**src/rtl/nbr_params.svh**
```systemverilog
// Purpose: Constants of the nine-bit bus register.
// Assumes: Included by the package, by nbr_bus_register and by the sim files.
// Notes:   Definitions only.
`ifndef NBR_PARAMS_SVH
`define NBR_PARAMS_SVH

// Width of the stored word and of the output pins.
`define NBR_WIDTH 9
// Depth of the word buffer in front of the storage; a power of two.
`define NBR_DEPTH 16
// Value of the storage elements after reset and while cleared.
`define NBR_STORE_RST 9'h000
// Default build variant: 1'b0 stores data as is, 1'b1 stores its complement.
`define NBR_INVERT_DEFAULT 1'b0
// Output enable value while the pins are released.
`define NBR_OE_OFF 9'h000
// Output enable value while the pins are driven.
`define NBR_OE_ON 9'h1ff

`endif

```
**src/rtl/nbr_pkg.sv**
```systemverilog
// Purpose: Types shared by the nine-bit bus register modules.
// Assumes: nbr_params.svh gives the word width.
// Notes:   Holds types only; numbers live in the header.
`include "nbr_params.svh"

package nbr_pkg;

  // One stored or transported word.
  typedef logic [`NBR_WIDTH-1:0] nbr_word_t;

  // Output driver state: released since power-up, or armed by the control.
  typedef enum logic {
    NBR_ST_POWERUP,
    NBR_ST_ARMED
  } nbr_drive_state_e;

endpackage : nbr_pkg

```
**src/rtl/nbr_bus_register.sv**
```systemverilog
// Purpose: Nine-bit edge-triggered bus register with released outputs.
// Assumes: All inputs are synchronous to clk_sys_i at 125 MHz.
// Notes:   Words arrive through a 16-word buffer; each enabled edge
//          with a word waiting moves the head word into storage.
`timescale 1ns/1ns
`include "nbr_params.svh"

module nbr_bus_register #(
  parameter bit INVERT = `NBR_INVERT_DEFAULT
) (
  // Clock and reset.
  input wire logic clk_sys_i,
  input wire logic rst_n_i,
  // Data stream from the driving logic.
  input wire logic [`NBR_WIDTH-1:0] data_i,
  input wire logic data_valid_i,
  output logic data_ready_o,
  // Controls, all active low.
  input wire logic capture_gate_n_i,
  input wire logic async_zero_n_i,
  input wire logic output_drive_enable_n_i,
  // Bus pins: level and output enable of each three-state output.
  output logic [`NBR_WIDTH-1:0] q_o,
  output logic [`NBR_WIDTH-1:0] q_oe_o,
  // Status.
  output logic [$clog2(`NBR_DEPTH):0] fifo_level_o,
  output logic word_pending_o
);

  // --------------------------------------------------------------------
  // Signals
  // --------------------------------------------------------------------

  nbr_pkg::nbr_word_t head_word;
  nbr_pkg::nbr_word_t stored_word;
  nbr_pkg::nbr_drive_state_e drive_state_q;
  nbr_pkg::nbr_drive_state_e drive_state_d;
  logic head_valid;
  logic load;
  logic drive_on;

  // --------------------------------------------------------------------
  // Word buffer
  // --------------------------------------------------------------------

  // The buffer stalls the source whenever the gate is closed long enough
  // to fill it, so words are never dropped while capture is frozen.
  nbr_fifo #(
    .WIDTH(`NBR_WIDTH),
    .DEPTH(`NBR_DEPTH)
  ) u_fifo (
    .clk_sys_i(clk_sys_i),
    .rst_n_i(rst_n_i),
    .in_data_i(data_i),
    .in_valid_i(data_valid_i),
    .in_ready_o(data_ready_o),
    .out_data_o(head_word),
    .out_valid_o(head_valid),
    .out_ready_i(load),
    .level_o(fifo_level_o)
  );

  assign word_pending_o = head_valid;

  // --------------------------------------------------------------------
  // Capture decision
  // --------------------------------------------------------------------

  // A word moves into storage only on an open gate; a word that meets a
  // clear stays in the buffer, since the clear would destroy it anyway.
  // The drive control takes no part here.
  assign load = !capture_gate_n_i && async_zero_n_i && head_valid;

  // --------------------------------------------------------------------
  // Storage elements
  // --------------------------------------------------------------------

  // One cell per bit; each cell applies clear, load and the variant.
  for (genvar gi = 0; gi < `NBR_WIDTH; gi++)
  begin : g_bit
    nbr_store_bit #(
      .INVERT(INVERT)
    ) u_bit (
      .clk_sys_i(clk_sys_i),
      .rst_n_i(rst_n_i),
      .clear_n_i(async_zero_n_i),
      .load_i(load),
      .d_i(head_word[gi]),
      .q_o(stored_word[gi])
    );
  end

  // --------------------------------------------------------------------
  // Output driver state
  // --------------------------------------------------------------------

  // The pins stay released from reset until the first low on the drive
  // control, so a newly reset part never fights a shared bus.
  always_comb
  begin
    drive_state_d = drive_state_q;
    case (drive_state_q)
      nbr_pkg::NBR_ST_POWERUP:
      begin
        if (!output_drive_enable_n_i)
        begin
          drive_state_d = nbr_pkg::NBR_ST_ARMED;
        end
      end
      nbr_pkg::NBR_ST_ARMED:
      begin
        drive_state_d = nbr_pkg::NBR_ST_ARMED;
      end
      default:
      begin
        drive_state_d = nbr_pkg::NBR_ST_POWERUP;
      end
    endcase
  end

  // Driver state register.
  always_ff @(posedge clk_sys_i)
  begin
    if (!rst_n_i)
    begin
      drive_state_q <= nbr_pkg::NBR_ST_POWERUP;
    end
    else
    begin
      drive_state_q <= drive_state_d;
    end
  end

  // --------------------------------------------------------------------
  // Pins
  // --------------------------------------------------------------------

  // The driver follows the control in the same cycle once armed; the arm
  // step itself also enables, so the first low drives without delay.
  assign drive_on = !output_drive_enable_n_i &&
                    (drive_state_q == nbr_pkg::NBR_ST_ARMED ||
                     drive_state_d == nbr_pkg::NBR_ST_ARMED);
  assign q_oe_o = drive_on ? `NBR_OE_ON : `NBR_OE_OFF;

  // The clear masks the pins in its own cycle, before the cells settle,
  // which is as close to immediate as a synchronous design allows.
  assign q_o = async_zero_n_i ? stored_word : `NBR_STORE_RST;

  // --------------------------------------------------------------------
  // Checks
  // --------------------------------------------------------------------

  nbr_pkg::nbr_word_t expect_word;

  // Word that a capture should store, after the build variant.
  assign expect_word = INVERT ? ~head_word : head_word;
endmodule : nbr_bus_register

```
**src/rtl/nbr_store_bit.sv**
```systemverilog
// Purpose: One storage element of the bus register.
// Assumes: Clear and load are synchronous to clk_sys_i.
// Notes:   INVERT selects the complementing build variant.
`timescale 1ns/1ns

module nbr_store_bit #(
  parameter bit INVERT = 1'b0
) (
  // Clock and reset.
  input wire logic clk_sys_i,
  input wire logic rst_n_i,
  // Control.
  input wire logic clear_n_i,
  input wire logic load_i,
  // Data.
  input wire logic d_i,
  output logic q_o
);

  logic q_q;

  // Clear beats load; load takes the bit or its complement.
  always_ff @(posedge clk_sys_i)
  begin
    if (!rst_n_i || !clear_n_i)
    begin
      q_q <= 1'b0;
    end
    else if (load_i)
    begin
      q_q <= INVERT ? ~d_i : d_i;
    end
  end

  assign q_o = q_q;

endmodule : nbr_store_bit

```
**src/rtl/nbr_fifo.sv**
```systemverilog
// Purpose: Word buffer with valid and ready on both sides.
// Assumes: DEPTH is a power of two so the pointers wrap by themselves.
// Notes:   Storage is flip-flops; the head word is read by index.
`timescale 1ns/1ns

module nbr_fifo #(
  parameter int WIDTH = 9,
  parameter int DEPTH = 16
) (
  // Clock and reset.
  input wire logic clk_sys_i,
  input wire logic rst_n_i,
  // Filling side.
  input wire logic [WIDTH-1:0] in_data_i,
  input wire logic in_valid_i,
  output logic in_ready_o,
  // Draining side.
  output logic [WIDTH-1:0] out_data_o,
  output logic out_valid_o,
  input wire logic out_ready_i,
  // Status.
  output logic [$clog2(DEPTH):0] level_o
);

  localparam int AW = $clog2(DEPTH);

  logic [WIDTH-1:0] mem_q [DEPTH];
  logic [AW-1:0] wr_q;
  logic [AW-1:0] rd_q;
  logic [AW:0] cnt_q;
  logic push;
  logic pop;

  // Handshakes; full and empty come straight from the count.
  // Only a full count refuses; an empty buffer must take the first word.
  assign in_ready_o = (cnt_q != (AW+1)'(DEPTH));
  assign out_valid_o = (cnt_q != '0);
  assign push = in_valid_i && in_ready_o;
  assign pop = out_valid_o && out_ready_i;
  assign out_data_o = mem_q[rd_q];
  assign level_o = cnt_q;

  // Storage write.
  always_ff @(posedge clk_sys_i)
  begin
    if (push)
    begin
      mem_q[wr_q] <= in_data_i;
    end
  end

  // Pointers.
  always_ff @(posedge clk_sys_i)
  begin
    if (!rst_n_i)
    begin
      wr_q <= '0;
      rd_q <= '0;
    end
    else
    begin
      if (push)
      begin
        wr_q <= wr_q + 1'b1;
      end
      if (pop)
      begin
        rd_q <= rd_q + 1'b1;
      end
    end
  end

  // Fill count.
  always_ff @(posedge clk_sys_i)
  begin
    if (!rst_n_i)
    begin
      cnt_q <= '0;
    end
    else if (push && !pop)
    begin
      cnt_q <= cnt_q + 1'b1;
    end
    else if (pop && !push)
    begin
      cnt_q <= cnt_q - 1'b1;
    end
  end

endmodule : nbr_fifo

```
**config.mk**
```make
export PLATFORM = sky130hd
export DESIGN_NAME = nbr_bus_register
export DESIGN_NICKNAME = d
export VERILOG_FILES = /design/src/rtl/nbr_pkg.sv /design/src/rtl/nbr_bus_register.sv /design/src/rtl/nbr_store_bit.sv /design/src/rtl/nbr_fifo.sv
export VERILOG_INCLUDE_DIRS = /design/src /design/src/rtl
export SDC_FILE = /design/constraint.sdc
export NUM_CORES = 1
export LEC_CHECK = 0
export BUFFER_PORTS_ARGS = -buffer_cell sky130_fd_sc_hd__buf_2
export CAP_MARGIN = 20
export CORE_MARGIN = 2
export CORE_UTILIZATION = 55
export DETAILED_ROUTE_END_ITERATION = 10
export GPL_TIMING_DRIVEN = 0
export PLACE_DENSITY = 0.84
export SLEW_MARGIN = 15
export SYNTH_ARGS = -nofsm -noshare
export SYNTH_HDL_FRONTEND = slang
export SYNTH_SLANG_ARGS = --single-unit
```
**constraint.sdc**
```tcl
create_clock -name clk_sys_i -period 4.6 [get_ports clk_sys_i]
set_clock_uncertainty 0.2 [all_clocks]
set_input_delay 0 -clock clk_sys_i [delete_from_list [all_inputs] [get_ports clk_sys_i]]
set_output_delay 0 -clock clk_sys_i [all_outputs]
set_load 0.05 [all_outputs]
```
# Word-level counts from Yosys, hierarchy flattened
# Memory sizes are Yosys's and may differ from the RTL's. A register that Yosys moved wholly into a read port is not among the register bits.
# Cells that the tools add are included.
[classes]
addsub = 4
eq_ne = 1
muxes = 8
bitwise = 1
reduce_logical = 17
[op_table]
columns = ["cell", "count"]
rows = [
  ["$mux W9", 2],
  ["$mux W5", 2],
  ["$add A4 B1 Y4 const B", 2],
  ["$logic_and A1 B1 Y1", 7],
  ["$logic_not A1 Y1", 6],
  ["$add A5 B1 Y5 const B", 1],
  ["$ne A5 B5 Y1 const B", 1],
  ["$reduce_bool A5 Y1", 1],
  ["$sub A5 B1 Y5 const B", 1],
  ["$mux W1", 3],
  ["$logic_or A1 B1 Y1", 2],
  ["$pmux W1 S2", 1],
  ["$reduce_bool A2 Y1", 1],
  ["$not A1 Y1", 1],
]
[word_totals]
ff_bits = 14
ramBits = 144
output_inout_bits = 25
n_memories = 1
[memory_table]
columns = ["name", "words", "word_bits", "rd", "rd_ports_with_merged_regs", "write_ports", "line", "source"]
rows = [
  ["u_fifo.mem_q", 16, 9, 1, 1, 1, "nbr_fifo.sv:27", "logic [WIDTH-1:0] mem_q [DEPTH];"],
]

# Depth between registers and ports, before layout
# Gate-level depths: netlist of run 1.
[depth]
depth_word = 7
mapped_depth = 11

# Cells and area by module
# Synthesis of run 1 repeated with hierarchy kept, for this count alone.
[unflattened]
hier_cells = 387
area_unflattened_um2 = 6841.6
[by_module_without_submodules]
columns = ["mod", "n_inst", "cells_per_inst", "area_each_um2", "seq_area_each_um2"]
rows = [
  ["nbr_fifo", 1, 331, 6356.1, 4664.5],
  ["nbr_store_bit", 9, 4, 37.5, 20.0],
  ["nbr_bus_register", 1, 20, 147.6, 0.0],
]

# Worst setup path before layout of run 1
# No wires, ideal clock.
[synth_timing]
kind = "register to register"
start = "register u_fifo.cnt_q[0], in the netlist u_fifo.level_o[0]"
end = "register u_fifo.cnt_q[4], in the netlist u_fifo.level_o[4]"
setup_time_ns = 0.072
arrival_ns = 2.838
required_ns = 4.328
path_slack_ns = 1.491
path_stages_with_launch = 12
n_path_buf = 1
cell_sequence = "dfxtp_1 nor4_2 a21boi_1 clkbuf_1 inv_1 ha_1 inv_1 ha_1 a21o_1 a21oi_1 mux2i_1 mux2i_1"
[synth_via]
elab_chain_len = 6
word_cells_on_any_way = 14
cone_classes = "add/sub (2); eq/ne (1); mux (2); reduce/logical (9)"
[synth_lines]
columns = ["element", "line", "source"]
rows = [
  ["start: declaration", "nbr_fifo.sv:30", "logic [AW:0] cnt_q;"],
  ["start signal: assignment", "nbr_fifo.sv:82", "cnt_q <= cnt_q + 1'b1;"],
  ["start signal: assignment", "nbr_fifo.sv:86", "cnt_q <= cnt_q - 1'b1;"],
  ["branches (longest 6 deep; another with $sub A5 B1 Y5)", "n/a", ""],
]
# Several ways; the timed one is not identified. The select of a mux whose other input is x is not followed.
# A chain may end at the register's enable or synchronous reset.

# Worst setup path after layout of run 1
# Ends and elaborated chain as after synthesis.

==> flow_metrics.env, run 1 <==
export IMPL_arrival_ps=3340
export IMPL_cts_made_buffers=17
export IMPL_area_delta_synth_final_pct=16.75
export IMPL_grt_pass1_vias=4009
export IMPL_cts_clk_slew_worst_paths_ps=60
export IMPL_status="finished clean"
export IMPL_synth_cell_types=40
export IMPL_avgSynthCellArea_um2=15.99
export IMPL_grt_total_usage_pct=23.89
export IMPL_fin_setup_tns_ps=0
export IMPL_ios=40
export IMPL_clock_path_buffers=2
export IMPL_drc=0
export IMPL_ctsResizeCount=0
export IMPL_clk_latency_ps=430
export IMPL_coreArea_um2=12060
export IMPL_start_util_pct=56.48
export IMPL_cts_tree="done"
export IMPL_slew_headroom_pct=33.95
export IMPL_swShare_pct=28.83
export IMPL_cts_root_buffer="clkbuf_16"
export IMPL_fin_area_um2=7954
export IMPL_critPathCaptureType="register"
export IMPL_ys_async_sr_fraction_pct=0
export IMPL_worst_pin_slew_ps=987.1
export IMPL_cts_sinks=166
export IMPL_fillerInstances=779
export IMPL_fin_crit_ps=3181
export IMPL_start_kind="register"
export IMPL_dpl_cell_area_um2=7238
export IMPL_synthFlopType="edfxtp_1"
export IMPL_setup_violations=0
export IMPL_yosysWarnings=0
export IMPL_rsz0062_at_grt="no"
export IMPL_wl_per_cell_um=21.82
export IMPL_fp_dieH_um=115.3
export IMPL_worstSetupPathType="reg2reg"
export IMPL_yosysSeqAreaShare_pct=69.94
export IMPL_synth_fp_nets=451
export IMPL_grt_pass1_wl_um=22700
export IMPL_ant_nets=0
export IMPL_dpl_worst_slack_ps=1432
export IMPL_dp_hpwl_um=9372
export IMPL_slew_viol_final=0
export IMPL_timing_final_crit_share_pct=69.16
export IMPL_synth_edf_count=144
export IMPL_drive_above_1_share_pct=21.37
export IMPL_power_switching_w=0.001117
export IMPL_vias=4046
export IMPL_p_comb_share_pct=18.7
export IMPL_p_seq_share_pct=45.6
export IMPL_grt_ovfl_total=0
export IMPL_hold_viol_final=0
export IMPL_postCtsSetupRepairBufs=0
export IMPL_first_pass_iters=5
export IMPL_synthesis_area_um2=6813
export IMPL_antenna_found_initial=0
export IMPL_row_count=40
export IMPL_worst_slack_ps=1419
export IMPL_cp_max_fo=10
export IMPL_power_density_nw_per_um2=487.2
export IMPL_min_path_type="in2reg"
export IMPL_p_clk_share_pct=35.7
export IMPL_grt_max_degree=17
export IMPL_htreeDepth=4
export IMPL_antenna_cells=0
export IMPL_fin_nets=523
export IMPL_clock_fmax_ghz=0.3143
export IMPL_p_int_w=0.002758
export IMPL_ys_ff_latch=166
export IMPL_maxCapViolCount=0
export IMPL_p_leak_nw=2.698
export IMPL_syn_inst=426
export IMPL_gp_congestion=0.8610
export IMPL_die_w_um=115.3
export IMPL_vdd_drop_max_v=0.0002895
export IMPL_drt_iter0_drc=484
export IMPL_wl_um=14790
export IMPL_die_area_um2=13290
export IMPL_routed_via_density=5.968
export IMPL_cp_required_ps=4760
export IMPL_port_buffers=39
-- synth_stat cells (9+ instances only) --
cell type / n / area share (%)
edfxtp_1: 144 / 63
o22ai_1: 25 / 2.3
mux2i_1: 55 / 8.1
buf_4: 11 / 1.2
dfxtp_1: 22 / 6.5
and2_1: 17 / 1.6
nor3_1: 11 / 0.81
nor2_1: 25 / 1.4
nand2_1: 17 / 0.94
ha_1: 9 / 1.7
a311oi_1: 9 / 1.2
buf_2: 9 / 0.66
-- through the flow --
step	cells	hold WS, ps	util [%]	power (W)
3_5_place_dp	633	144.8	60.01	0.002488
3_3_place_gp	633	136.6	59.84	0.002456
5_1_grt	678	161.8	65.94	0.004004
6_report	678	111.9	65.94	0.003875
4_1_cts	678	74.45	65.94	0.003874
2_1_floorplan	426	-101.1	-	0.002295
-- cell type report --
cell class                 count  area, µm²  share of cell area (%)
sequential                   166       4765                   59.90
tap                          168      210.2                   2.643
multi-input combinational    223       1853                   23.30
timing repair buffer          53      335.3                   4.216
buffer                        31      192.7                   2.423
clock buffer                  17      425.4                   5.348
inverter                       6      22.52                  0.2832
clock inverter                14      150.1                   1.888
-- path summary, 6_finish.rpt --
path / from / to / slack [ps] / depth (start not counted)
setup / recovery: u_fifo.level_o[0] / u_fifo.level_o[4] / 1420 / 11
hold / removal: async_zero_n_i / g_bit[3].u_bit.q_o / 110 / 4
hold reg to reg: g_bit[3].u_bit.q_o / g_bit[3].u_bit.q_o / 300 / 2
setup reg to reg: u_fifo.level_o[0] / u_fifo.level_o[4] / 1420 / 11
-- cells in the final DEF, fill, tap and decap left out, types with 3 or more instances in the layout --
master         Yosys  layout
a311oi_1           9       9
and2_1            17      17
buf_2              9      48
buf_4             11      11
buf_6              3       3
clkbuf_1           5       5
clkbuf_16          0      17
clkinv_4           0       3
dfxtp_1           22      22
dlygate4sd3_1      0      14
edfxtp_1         144     144
ha_1               9       9
inv_1              5       5
inv_6              0       4
mux2i_1           55      55
mux4_1             4       4
mux4_2             7       7
nand2_1           17      17
nand2b_1           3       3
nor2_1            25      25
nor2b_1            6       6
nor3_1            11       7
nor3_2             0       4
o211ai_1           3       3
o22ai_1           25      25
xnor2_1            7       7
-- metal layers --
layer	global-route usage (%)	wire, µm	vias to the layer above
met5	0	0	-
met4	12.53	451	0
met3	5.588	973	31
met2	37.92	7489	196
met1	31.00	5877	2037
li1	-	-	1782
-- critical path, stage by stage, from the launching register on --
cell	delay [ps]
dfxtp_1	400
nor4_2	480
a21boi_1	170
clkbuf_1	280
inv_1	110
ha_1	160
inv_1	110
fa_1	420
a21o_1	170
a21oi_1	170
mux2i_1	240
mux2i_1	200
-- state kept, by name, indices dropped and copies added, names as in the netlist --
signal and count:
g_bit.u_bit.q_o 9, u_fifo.rd_q 4, u_fifo.wr_q 4, u_fifo.level_o 5, u_fifo.mem_q 144
-- logic make-up (layout without fill, tap and decap cells) --
family | count (synthesis) | after routing | share of synthesized area (%)
flip-flops | 166 | 166 | 69.94
AND/OR/NAND/NOR | 90 | 90 | 6.758
multiplexers | 66 | 66 | 11.94
AO/OA/AOI/OAI | 48 | 48 | 5.106
buffers and inverters | 37 | 121 | 3.159
adder cells (fa/ha/maj) | 10 | 10 | 1.947
XOR/XNOR | 9 | 9 | 1.157
-- power groups by stage --
stage	clock, W	combinational (W)	sequential [W]
2_1_floorplan	0	0.000446	0.00185
3_3_place_gp	0	0.000665	0.00179
3_5_place_dp	0	0.000692	0.00180
4_1_cts	0.00139	0.000716	0.00177
5_1_grt	0.00145	0.000779	0.00177
6_report	0.00138	0.000724	0.00177
-- timing repair --
action | 4_1_cts | 5_1_grt
setup endpoints to repair | 0 | 0
hold buffers | 14 | 0
endpoints found under the hold margin | 175 | 0
(Power assumes the default switching activity.)
==> run 2: changes to the inputs <==
CORE_UTILIZATION = 54   (was 55)
PLACE_DENSITY = 0.86   (was 0.84)
clock period = 2.8 ns   (was 4.6 ns; I/O delays follow)
==> run 2 against run 1 <==
- first-iteration DRC count fell by 26%
- fmax grew 20%
- clock power grew 67%
- setup slack got worse by 1300 ps
- wire length shrank 2.9%
- die area up 1.8%
- total power is 67% higher
- sequential share of layout area decreased by 0.40 points
- sequential cell count is the same
- global-route usage shrank 1.2 points
- critical path depth unchanged
==> flow_metrics.env, run 2 (synthesized netlist as in run 1, its figures left out) <==
export IMPL_status="finished clean"
export IMPL_p_int_w=0.004658
export IMPL_cts_made_buffers=17
export IMPL_vdd_drop_max_v=0.0004891
export IMPL_drive_above_1_share_pct=23.63
export IMPL_clk_latency_ps=430
export IMPL_ios=40
export IMPL_cts_clk_slew_worst_paths_ps=60
export IMPL_cp_max_fo=10
export IMPL_timing_final_crit_share_pct=94.38
export IMPL_critPathCaptureType="register"
export IMPL_p_clk_share_pct=35.6
export IMPL_power_density_nw_per_um2=804.5
export IMPL_worst_slack_ps=157.5
export IMPL_p_comb_share_pct=19.1
export IMPL_dp_hpwl_um=9258
export IMPL_area_delta_synth_final_pct=17.81
export IMPL_cts_tree="done"
export IMPL_cts_sinks=166
export IMPL_antenna_cells=0
export IMPL_fp_dieH_um=116.3
export IMPL_worst_pin_slew_ps=900.6
export IMPL_path_buf_inv=3
export IMPL_wl_per_cell_um=21.00
export IMPL_fin_nets=524
export IMPL_fin_setup_tns_ps=0
export IMPL_hold_viol_final=0
export IMPL_p_leak_nw=2.723
export IMPL_start_kind="register"
export IMPL_htreeDepth=4
export IMPL_grt_max_degree=17
export IMPL_maxCapViolCount=0
export IMPL_dr_wl_met2_um=7545
export IMPL_worstSetupPathType="reg2reg"
export IMPL_final_common_cell="edfxtp_1"
export IMPL_clock_path_buffers=2
export IMPL_swShare_pct=27.86
export IMPL_grt_pass1_wl_um=21800
export IMPL_mostFrequentLayoutCells="edfxtp_1 (144), mux2i_1 (55), buf_2 (48)"
export IMPL_slew_viol_final=0
export IMPL_dpl_worst_slack_ps=-146.6
export IMPL_row_count=41
export IMPL_wl_um=14370
export IMPL_die_w_um=116.3
export IMPL_route_met3_wl_um=852
export IMPL_setup_violations=0
export IMPL_arrival_ps=2800
export IMPL_cts_root_buffer="clkbuf_16"
export IMPL_grt_ovfl_total=0
export IMPL_p_seq_share_pct=45.3
export IMPL_hold_ws_ps=19.99
export IMPL_clock_fmax_ghz=0.3784
export IMPL_antenna_found_initial=0
export IMPL_power_switching_w=0.001799
export IMPL_ant_nets=0
export IMPL_wl_met1_um=5565
export IMPL_die_area_um2=13530
export IMPL_coreArea_um2=12470
export IMPL_start_util_pct=54.65
export IMPL_cp_common_cell="mux2i_1"
export IMPL_highest_layer="met4"
export IMPL_port_buffers=39
export IMPL_final_util_pct=64.39
export IMPL_cp_top_family="adder cells"
export IMPL_crit_chain="nor4_4 > a21boi_2 > clkbuf_8 > inv_1 > ha_2 > inv_2 > ha_1 > a21o_1 > a21oi_2 > mux2i_1 > mux2i_1"
export IMPL_drt_iter0_drc=359
export IMPL_slowest_stage="dfxtp_4"
export IMPL_slew_headroom_pct=39.74
export IMPL_largest_register_ff_count=144
export IMPL_slowest_delay_ps=370
export IMPL_first_pass_iters=5
export IMPL_cp_required_ps=2950
export IMPL_min_path_type="in2reg"
export IMPL_vias=3927
export IMPL_gp_congestion=0.8894
export IMPL_grt_total_usage_pct=22.66
export IMPL_grt_pass1_vias=3864
export IMPL_regMostFlops="u_fifo.mem_q"
export IMPL_routed_via_density=5.741
export IMPL_fin_crit_ps=2643
export IMPL_drc=0
## run 2: cell type report
type | count | area [µm²]
sequential | 166 | 4776
tap | 172 | 215.2
timing repair buffer | 54 | 340.3
fill | 801 | 4439
buffer | 31 | 202.7
clock buffer | 17 | 425.4
clock inverter | 15 | 162.7
multi-input combinational | 223 | 1882
inverter | 6 | 22.52
## run 2: final timing paths
| check | start | endpoint | slack, ps | depth (start not counted) |
|---|---|---|---|---|
| max | u_fifo.level_o[3] | u_fifo.level_o[4] | 160 | 11 |
| min | async_zero_n_i | u_fifo.rd_q[3] | 20 | 5 |
| max reg2reg | u_fifo.level_o[3] | u_fifo.level_o[4] | 160 | 11 |
| min reg2reg | g_bit[3].u_bit.q_o | g_bit[3].u_bit.q_o | 290 | 2 |
## run 2: power groups by stage
stage          logic, W  registers (W)  clock network, W
2_1_floorplan  0.000743        0.00306                 0
3_3_place_gp    0.00111        0.00296                 0
3_5_place_dp    0.00114        0.00297                 0
4_1_cts         0.00119        0.00292           0.00231
5_1_grt         0.00132        0.00293           0.00240
6_report        0.00123        0.00292           0.00230
## run 2: tightest hold or removal path: cells and delay by family
family                    cells  cell delay [ps]
AOI/OAI and AO/OA             1              120
and+or+nand+nor               2              290
xor gates and xnor gates      1               80
buffers and inverters         1              100
## run 2: what timing repair did
action                                  CTS  global route
pin swaps                                 1             2
hold buffers                             13             0
buffers inserted                          1             1
hold endpoints to repair                175             0
endpoints found under the setup margin    1             1
resized for setup                         3             5
## run 2: metrics by stage
stage	cells	area (µm²)	total power, W
finish	684	8026	0.006457
global route	684	8026	0.006654
CTS	683	8003	0.006423
detailed placement	637	7264	0.004111
global placement	637	7244	0.004071
floorplan	426	6834	0.003802
## run 2: layer usage
metal | up-vias | global-route usage, %
li1 | 1778 | -
met1 | 1933 | 27.73
met2 | 169 | 39.26
met3 | 47 | 4.930
met4 | 0 | 9.365
met5 | - | 0
